$ cat config.mk
export PLATFORM = sky130hd
export DESIGN_NAME = mnet_entry
export DESIGN_NICKNAME = d
export VERILOG_FILES = /design/src/design/mnet_entry.v /design/src/design/mnet_us_tick.v
export VERILOG_INCLUDE_DIRS = /design/src /design/src/design
export SDC_FILE = /design/constraint.sdc
export NUM_CORES = 1
export LEC_CHECK = 0
export BUFFER_PORTS_ARGS = -buffer_cell sky130_fd_sc_hd__buf_2
export CAP_MARGIN = 20
export CORE_ASPECT_RATIO = 1.2
export CORE_MARGIN = 2
export CORE_UTILIZATION = 40
export CTS_CLUSTER_DIAMETER = 80
export DETAILED_ROUTE_END_ITERATION = 6
export HOLD_SLACK_MARGIN = 0.03
export PLACE_DENSITY = 0.66
export RECOVER_POWER = 50
export SYNTH_ARGS = -nofsm -noshare
export SYNTH_HDL_FRONTEND = slang
export SYNTH_SLANG_ARGS = --single-unit
$ cat constraint.sdc
create_clock -name clock_in -period 5.8 [get_ports clock_in]
set_input_delay 0.58 -clock clock_in [delete_from_list [all_inputs] [get_ports clock_in]]
set_output_delay 0.58 -clock clock_in [all_outputs]
set_load 0.01 [all_outputs]
$ cat src/design/mnet_consts.vh
// mnet_consts.vh: timing constants and result codes for the network-entry controller.
// assumes: included by the entry controller design; definitions only.
`ifndef MNET_CONSTS_VH
`define MNET_CONSTS_VH
// =================================================================
// clock and time base
`define MNET_CLK_MHZ 50
`define MNET_US_CYCLES (`MNET_CLK_MHZ)
// =================================================================
// slot timing, in microseconds, and medium slot count per superframe
`define MNET_MEDIUM_SLOT_US 500
`define MNET_MEDIUM_SLOT_COUNT 256
`define MNET_GUARD_US 20
`define MNET_SHORT_GAP_US 10
`define MNET_CSIG_SLOT_US (`MNET_MEDIUM_SLOT_US / 2)
`define MNET_MAX_SIGNAL_US (`MNET_CSIG_SLOT_US - `MNET_SHORT_GAP_US - `MNET_GUARD_US)
`define MNET_BEACON_SLOT_US (2 * `MNET_MEDIUM_SLOT_US)
`define MNET_MAX_BEACON_US (`MNET_BEACON_SLOT_US - `MNET_SHORT_GAP_US - `MNET_GUARD_US)
`define MNET_SUPERFRAME_US (`MNET_MEDIUM_SLOT_COUNT * `MNET_MEDIUM_SLOT_US)
`define MNET_CHAN_SCAN_US (2 * `MNET_SUPERFRAME_US)
// =================================================================
// discovery and association
`define MNET_TRY_LIMIT 3
`define MNET_RES_SUCCESS 2'h0
`define MNET_RES_BAD_ADDR 2'h1
`define MNET_RES_NO_SLOTS 2'h2
`endif

$ cat src/design/mnet_entry.v
// mnet_entry.v: network-entry controller (discovery, association answer, setup sequence).
// assumes: framing logic delivers requests and found/done pulses on clock_in.
// Operation
// - address in use answers invalid address
// - too few slots answers insufficient slots
// - alternate scan and stay, stay random 1x/2x
// - max scan equals channels times channel time
// - channel time two superframes; stop when found
// - count tries, at limit start beaconing
// - classify settled channel after discovery
// - same beacon group, then associate
// - security adds authentication and pairwise key; code has only the P_AUTH step, no pairwise key step
// - group traffic binds multicast, group key
// - channel reservation precedes data transfer
// - signal fits contention slot less gaps
// - beacon fits beacon slot less gaps
`timescale 1ns/10ps
`default_nettype none
`include "mnet_consts.vh"
module mnet_entry #(
  parameter NUM_CHANNELS = 8,
  parameter TRY_LIMIT = `MNET_TRY_LIMIT,
  parameter CHAN_SCAN_US = `MNET_CHAN_SCAN_US
) (
  input wire clock_in,
  input wire rst_in,
  input wire start_in,
  input wire pair_found_in,
  input wire assoc_req_in,
  input wire addr_in_use_in,
  input wire slots_short_in,
  input wire security_in,
  input wire multicast_in,
  input wire mcast_secure_in,
  input wire step_done_in,
  output reg scanning_out,
  output reg staying_out,
  output reg [7:0] channel_out,
  output reg beaconing_out,
  output reg classify_out,
  output reg resp_valid_out,
  output reg [1:0] resp_result_out,
  output reg [2:0] setup_step_out,
  output reg ready_out,
  output reg [15:0] max_signal_us_out,
  output reg [15:0] max_beacon_us_out
);
  // =================================================================
  // states
  localparam S_IDLE = 3'h0;
  localparam S_SCAN = 3'h1;
  localparam S_STAY = 3'h2;
  localparam S_CLASS = 3'h3;
  localparam S_SETUP = 3'h4;
  localparam S_DONE = 3'h5;
  // setup steps
  localparam P_GROUP = 3'h0;
  localparam P_ASSOC = 3'h1;
  localparam P_AUTH = 3'h2;
  localparam P_MCAST = 3'h3;
  localparam P_GKEY = 3'h4;
  localparam P_RESV = 3'h5;
  localparam P_DATA = 3'h6;
  localparam [31:0] MAX_SCAN_US = NUM_CHANNELS * CHAN_SCAN_US;
  // limits worked out at full width, cut to the port on purpose
  wire [31:0] max_signal_word = `MNET_MAX_SIGNAL_US;
  wire [31:0] max_beacon_word = `MNET_MAX_BEACON_US;
  wire us_tick;
  mnet_us_tick #(.DIV(`MNET_US_CYCLES)) u_tick (
    .clock_in(clock_in),
    .rst_in(rst_in),
    .tick_out(us_tick)
  );
  reg [2:0] state_reg;
  reg [31:0] us_cnt_reg;
  reg [31:0] stay_len_reg;
  reg [7:0] tries_reg;
  reg [15:0] lfsr_reg;
  reg settled_beacon_reg;
  // =================================================================
  // random source for stay factor
  always @(posedge clock_in) begin
    if (rst_in)
      lfsr_reg <= 16'hace1;
    else
      lfsr_reg <= {lfsr_reg[14:0], lfsr_reg[15] ^ lfsr_reg[13] ^ lfsr_reg[12] ^ lfsr_reg[10]};
  end
  // =================================================================
  // association answer; master side, one cycle after request
  always @(posedge clock_in) begin
    if (rst_in) begin
      resp_valid_out <= 1'b0;
      resp_result_out <= `MNET_RES_SUCCESS;
    end else begin
      resp_valid_out <= assoc_req_in;
      if (assoc_req_in) begin
        if (addr_in_use_in)
          resp_result_out <= `MNET_RES_BAD_ADDR;
        else if (slots_short_in)
          resp_result_out <= `MNET_RES_NO_SLOTS;
        else
          resp_result_out <= `MNET_RES_SUCCESS;
      end
    end
  end
  // =================================================================
  // discovery and setup sequencer
  always @(posedge clock_in) begin
    if (rst_in) begin
      state_reg <= S_IDLE;
      us_cnt_reg <= 32'h0;
      stay_len_reg <= 32'h0;
      tries_reg <= 8'h00;
      channel_out <= 8'h00;
      scanning_out <= 1'b0;
      staying_out <= 1'b0;
      beaconing_out <= 1'b0;
      classify_out <= 1'b0;
      setup_step_out <= P_GROUP;
      ready_out <= 1'b0;
      settled_beacon_reg <= 1'b0;
      max_signal_us_out <= 16'h0;
      max_beacon_us_out <= 16'h0;
    end else begin
      max_signal_us_out <= max_signal_word[15:0];
      max_beacon_us_out <= max_beacon_word[15:0];
      classify_out <= 1'b0;
      case (state_reg)
        S_IDLE: begin
          if (start_in) begin
            state_reg <= S_SCAN;
            scanning_out <= 1'b1;
            us_cnt_reg <= 32'h0;
            tries_reg <= 8'h00;
            channel_out <= 8'h00;
            beaconing_out <= 1'b0;
            ready_out <= 1'b0;
          end
        end
        S_SCAN: begin
          if (pair_found_in) begin
            state_reg <= S_CLASS;
            scanning_out <= 1'b0;
            settled_beacon_reg <= 1'b0;
          end else if (us_tick) begin
            if (us_cnt_reg == CHAN_SCAN_US - 1) begin
              us_cnt_reg <= 32'h0;
              if (channel_out == NUM_CHANNELS - 1) begin
                // scan to stay, factor 1 or 2
                state_reg <= S_STAY;
                scanning_out <= 1'b0;
                staying_out <= 1'b1;
                stay_len_reg <= lfsr_reg[0] ? (MAX_SCAN_US << 1) : MAX_SCAN_US;
              end else begin
                channel_out <= channel_out + 8'h01;
              end
            end else begin
              us_cnt_reg <= us_cnt_reg + 32'h1;
            end
          end
        end
        S_STAY: begin
          if (pair_found_in) begin
            state_reg <= S_CLASS;
            staying_out <= 1'b0;
            settled_beacon_reg <= 1'b0;
          end else if (us_tick) begin
            if (us_cnt_reg == stay_len_reg - 32'h1) begin
              us_cnt_reg <= 32'h0;
              staying_out <= 1'b0;
              if (tries_reg == TRY_LIMIT - 1) begin
                state_reg <= S_CLASS;
                settled_beacon_reg <= 1'b1;
              end else begin
                tries_reg <= tries_reg + 8'h01;
                state_reg <= S_SCAN;
                scanning_out <= 1'b1;
                channel_out <= 8'h00;
              end
            end else begin
              us_cnt_reg <= us_cnt_reg + 32'h1;
            end
          end
        end
        S_CLASS: begin
          classify_out <= 1'b1;
          if (step_done_in) begin
            classify_out <= 1'b0;
            beaconing_out <= settled_beacon_reg;
            state_reg <= S_SETUP;
            setup_step_out <= P_GROUP;
          end
        end
        S_SETUP: begin
          if (step_done_in) begin
            case (setup_step_out)
              P_GROUP: setup_step_out <= P_ASSOC;
              P_ASSOC: setup_step_out <= security_in ? P_AUTH :
                                         (multicast_in ? P_MCAST : P_RESV);
              P_AUTH: setup_step_out <= multicast_in ? P_MCAST : P_RESV;
              P_MCAST: setup_step_out <= mcast_secure_in ? P_GKEY : P_RESV;
              P_GKEY: setup_step_out <= P_RESV;
              P_RESV: begin
                setup_step_out <= P_DATA;
                state_reg <= S_DONE;
                ready_out <= 1'b1;
              end
              default: setup_step_out <= P_GROUP;
            endcase
          end
        end
        S_DONE: begin
          if (start_in) begin
            state_reg <= S_SCAN;
            scanning_out <= 1'b1;
            us_cnt_reg <= 32'h0;
            tries_reg <= 8'h00;
            channel_out <= 8'h00;
            ready_out <= 1'b0;
            beaconing_out <= 1'b0;
          end
        end
        default: state_reg <= S_IDLE;
      endcase
    end
  end
endmodule
`default_nettype wire

$ cat src/design/mnet_us_tick.v
// mnet_us_tick.v: divider giving a one-cycle microsecond enable.
// assumes: one clock, synchronous active-high reset.
`timescale 1ns/10ps
`default_nettype none
module mnet_us_tick #(
  parameter DIV = 50
) (
  input wire clock_in,
  input wire rst_in,
  output reg tick_out
);
  localparam integer DIV_LAST = DIV - 1;
  reg [7:0] cnt_reg;
  always @(posedge clock_in) begin
    if (rst_in) begin
      cnt_reg <= 8'h00;
      tick_out <= 1'b0;
    end else if ({24'h000000, cnt_reg} == DIV_LAST) begin
      cnt_reg <= 8'h00;
      tick_out <= 1'b1;
    end else begin
      cnt_reg <= cnt_reg + 8'h01;
      tick_out <= 1'b0;
    end
  end
endmodule
`default_nettype wire
[Word-level counts from Yosys, hierarchy flattened]
Index checks and enable logic that the tools add are counted.
Storage, ports and cells
  bits in registers: 152
  latch bits: 0
  bits in writable memories: 0
  memory bits (read-only): 0
  input bits: 11
  output and inout port bits: 51
  logic and storage cells: 166
  memories: 0
Operators by class
  $add $sub $neg: 5
  multipliers: 0
  divide/modulo/power cells: 0
  order comparisons: 0
  equal/unequal tests: 35
  shift-type cells: 0
  mux-type cells: 80
  bitwise gates (word level): 5
  reduce and logical (&&, ||, !) cells: 22
Operators with widths (count)
  $mux W32: 7
  $mux W8: 14
  $pmux W32 S3: 1
  $mux W3: 15
  $add A32 B1 Y32 const B: 1
  $eq A32 B18 Y1 const B: 1
  $eq A32 B32 Y1: 1
  $sub A32 B1 Y32 const B: 1
  $mux W1: 28
  $add A8 B1 Y8 const B: 3
  $pmux W8 S3: 1
  $mux W22: 1
  $ne A2 B2 Y1 const B: 11
  $pmux W3 S6: 1
  $reduce_and A9 Y1: 2
  $pmux W8 S2: 1
  $pmux W3 S5: 1
  $eq A3 B2 Y1 const B: 4
  $eq A3 B3 Y1 const B: 4
  $ne A3 B3 Y1 const B: 4
  $reduce_and A6 Y1: 2
  $mux W10: 1
  $reduce_and A10 Y1: 1
  $reduce_and A5 Y1: 2
  19 further kinds: 39

[Logic depth before layout (Yosys ltp)]
  word-level depth: 6
  mapped depth: 13
  mapped depth without buffers: 11

[Modules after synthesis]
A second synthesis with hierarchy kept.
Second synthesis, totals
  cell total of the unflattened synthesis: 568
  area total of the unflattened synthesis: 4802.1 µm²
Modules (own cells, without submodules)
  mnet_entry: times used 1, cells each 528, area each 4430.5 µm², sequential area each 1661.6 µm²
  mnet_us_tick: times used 1, cells each 40, area each 371.6 µm², sequential area each 180.2 µm²

[Least setup slack after synthesis]
Ideal clock, no wire load.
  path kind: register -> register
  start: register stay_len_reg[16]
  end: register tries_reg[5]
  setup time: 0.071 ns
  arrival: 2.854 ns
  data required time: 5.729 ns
  slack: 2.875 ns
  stages on the path, launching flop included: 14
  buffers on the path: 2
  period minus slack after synthesis: 2.925 ns
  cell sequence: dfxtp_1 -> buf_6 -> inv_1 -> ha_1 -> ha_1 -> ha_1 -> xor2_1 -> nand4_1 -> a2111o_1 -> nor4b_4 -> o21ai_2 -> buf_2 -> or3_1 -> a21oi_1
Between the ends
  cells in the longest elaborated chain, start to end: 4
RTL lines
  from (decl): RTL line mnet_entry.v:76  | reg [31:0] stay_len_reg;
  from (signal assigned): RTL line mnet_entry.v:153  | stay_len_reg <= lfsr_reg[0] ? (MAX_SCAN_US << 1) : MAX_SCAN_US;
  $sub A32 B1 Y32: RTL line mnet_entry.v:168  | if (us_cnt_reg == stay_len_reg - 32'h1) begin
  $eq A32 B32 Y1: RTL line mnet_entry.v:168
  $ne A2 B2 Y1 (no line)
  $reduce_and A6 Y1 (no line)
  to (signal assigned): RTL line mnet_entry.v:175  | tries_reg <= tries_reg + 8'h01;
  to (decl): RTL line mnet_entry.v:77  | reg [7:0] tries_reg;
No other way between the ends.
A chain may end at the register's enable or synchronous reset.

[Final worst setup path]
  start: register stay_len_reg[16]
  end: register us_cnt_reg[21]
Between the ends
  cells in the longest elaborated chain, start to end: 6
RTL lines
  $sub A32 B1 Y32: RTL line mnet_entry.v:168
  $eq A32 B32 Y1: RTL line mnet_entry.v:168
  $mux W32: RTL line mnet_entry.v:168
  $mux W32: RTL line mnet_entry.v:167  | end else if (us_tick) begin
  $mux W32: RTL line mnet_entry.v:163  | if (pair_found_in) begin
  $pmux W32 S3: RTL line mnet_entry.v:128  | case (state_reg)
  to (signal assigned): RTL line mnet_entry.v:158  | us_cnt_reg <= us_cnt_reg + 32'h1;
  to (signal assigned): RTL line mnet_entry.v:181  | us_cnt_reg <= us_cnt_reg + 32'h1;
  to (decl): RTL line mnet_entry.v:75  | reg [31:0] us_cnt_reg;
No other way between the ends. The select of a mux whose other input is x is not followed.

==> results_dict.tcl <==
set metrics [dict create \
    vias 3650 \
    area_growth_pct 8.29 \
    rsz0062_at_grt "no" \
    rows 43 \
    syn-cell-area_um2 4720 \
    io_buffers 40 \
    diodes 0 \
    antenna_found_initial 0 \
    drt-total-wl_um 9160 \
    synth_edf_count 0 \
    coreArea_um2 11600 \
    grt_overflow_total 0 \
    cp_data_required_time_ps 5990 \
    finalHoldViolCount 0 \
    tritoncts "built" \
    avgRoutedWirePerCell_um 12.5 \
    p_leak_uw 0.00190 \
    arrival_ps 3720 \
    setup_viol 0 \
    fin_worst_skew_ps 5.89 \
    cap_viol_max_count 1 \
    synthCells 552 \
    drive_gt1_share_pct 9.55 \
    hold_path_class "reg -> reg" \
    start_kind "flip-flop" \
    drt_first_pass_iters 4 \
    die_area_um2 12700 \
    cts_setup_buffers 0 \
    synth_cell_types 64 \
    drc_errors 0 \
    layout.nets 592 \
    post-route-period-util_pct 60.8 \
    largest_register_ffs 32 \
    power_uw 1620 \
    dp_hpwl_um 6670 \
    grt_pass1_vias 3413 \
    outcome "complete, but fails checks" \
    critPathMaxFanout 32 \
    first_iter_violations 171 \
    grt_start_max_net_pins 39 \
    critical_path_class "reg -> reg" \
    num_io_pins 62 \
    worstSetupEndpointType "flip-flop" \
    clkSlewWorstSetupHoldPaths_ps 60 \
    drv_slew 39 \
    ys_seq_elements 92 \
    grt_pass1_wl_um 15600 \
    final_util_pct 44.2 \
    clock_latency_ps 340 \
    ys.flop_type "dfxtp_1" \
    die_w_um 103 \
    pwr_density_cell_nw_per_um2 316 \
    clockBufferDepth 2 \
    viasPerCell 4.98 \
    min_period_ps 3520 \
    fmax_ghz 0.284 \
    cts_hold_buf 0 \
    cts_resized 0 \
    synth-async-reset-ratio_pct 0 \
    layout_common_cells "dfxtp_1, nor2_1, xor2_1" \
    layout_commonest_cell "dfxtp_1" \
    die_h_um 123 \
    finalSetupTns_ps 0 \
    nFillCells 1180 \
    max_slew_margin_pct -9.17 \
    ys_seq_area_share_pct 39.0 \
    tightest_slew_ps 1640 \
    start_util_pct 40.8 \
    cts-root-buf "clkbuf_16" \
    place_congestion 0.856 \
    ys_warn_count 0 \
    vdd_drop_max_mv 0.195 \
    htree_levels 3 \
    synth_area_per_cell_um2 8.56 \
    holdWs_ps 409 \
    ant_nets 0 \
    rrSetupSlack_ps 2280 \
    clock-sinks 92 \
    cts_buffers 9 \
    violations "capacitance limit, slew limit" \
    grt_usage_pct 15.5 \
]
-- critical path, cell delays in order (launching register included) --
cell      delay [ps]
dfxtp_1          500
inv_1            150
ha_1             260
ha_1             240
ha_1             300
xor2_1           150
nand4_1          120
a2111o_1         360
or3_2            510
nand2_1           90
a31o_2           570
nor2_1           120
-- power by group --
part | internal (uW) | switching [uW] | leakage (uW)
clock | 346 | 241 | 0.000153
sequential | 667 | 45.4 | 0.000748
combinational | 112 | 206 | 0.00100
-- final timing paths --
check,endpoint,from,cells past startpoint
setup reg to reg,us_cnt_reg[21],stay_len_reg[16],11
hold reg to reg,lfsr_reg[15],lfsr_reg[14],1
setup / recovery,us_cnt_reg[21],stay_len_reg[16],11
hold / removal,lfsr_reg[15],lfsr_reg[14],1
-- cell families (layout without fill, tap and decap cells) --
logic type	count (synthesis)	in the layout	share of synthesized area [%]
simple gates	233	233	26.5
flops	92	92	39.0
compound gates	86	86	11.9
buf+inv	71	75	8.77
xor+xnor	53	53	9.83
fa+ha+maj	10	10	2.65
mux	6	6	1.30
other cells	1	21	0.0794
-- synthesized netlist by cell type (2+ instances only) --
| cell | n | share of area, % |
|---|---|---|
| dfxtp_1 | 92 | 39 |
| nor2_1 | 71 | 5.6 |
| xor2_1 | 37 | 6.9 |
| a21oi_1 | 33 | 3.5 |
| buf_4 | 31 | 4.9 |
| nand2_1 | 29 | 2.3 |
| nand3_1 | 25 | 2.6 |
| o21ai_0 | 21 | 2.2 |
| inv_1 | 19 | 1.5 |
| nor2b_1 | 16 | 2.1 |
| xnor2_1 | 16 | 3.0 |
| nand4_1 | 13 | 1.7 |
| clkbuf_1 | 11 | 0.87 |
| ha_1 | 10 | 2.6 |
| nor3_1 | 10 | 1.1 |
| or2_2 | 10 | 1.3 |
| or3_1 | 9 | 1.2 |
| buf_2 | 7 | 0.74 |
| nor4_1 | 7 | 0.93 |
| and3_1 | 6 | 0.79 |
| mux2i_1 | 5 | 1.1 |
| nand3b_1 | 5 | 0.79 |
| o211ai_1 | 5 | 0.79 |
| and4_1 | 4 | 0.74 |
| nand2b_1 | 4 | 0.53 |
| a21o_1 | 3 | 0.48 |
| and2_1 | 3 | 0.40 |
| buf_6 | 3 | 0.71 |
| nor3b_1 | 3 | 0.48 |
| or4_1 | 3 | 0.48 |
| a2111o_1 | 2 | 0.48 |
| a211o_1 | 2 | 0.37 |
| a211oi_1 | 2 | 0.32 |
| a21boi_0 | 2 | 0.32 |
| o21ai_2 | 2 | 0.37 |
| o31ai_1 | 2 | 0.32 |
| or3_2 | 2 | 0.32 |
-- routing by layer --
metal / part of all wire (%) / GRT usage, % / up-vias
met5: 0 / 0 / -
li1: - / - / 1886
met4: 1.9 / 5.76 / 0
met3: 2.9 / 3.28 / 11
met1: 46 / 19.2 / 1695
met2: 49 / 26.2 / 58
-- per-stage QoR --
| step | cell area [um^2] | instances | setup slack (ps) |
|---|---|---|---|
| 2_1_floorplan | 4800 | 572 | 2880 |
| 6_report | 5120 | 733 | 2280 |
| 3_5_place_dp | 4850 | 717 | 2290 |
| 5_1_grt | 5120 | 733 | 2060 |
| 4_1_cts | 5150 | 733 | 2270 |
| 3_3_place_gp | 4850 | 717 | 2430 |
-- area by class of cell --
cell class,instances,area (um^2),share of cell area (%)
clock buffers,10,239,4.67
repair buffers,40,161,3.15
flip-flops and latches,92,1840,36.0
multi-input cells,409,2540,49.7
well taps,157,196,3.84
inverters,19,71.3,1.39
clock inverters,6,62.6,1.22
Power figures use the tool's default switching activity.
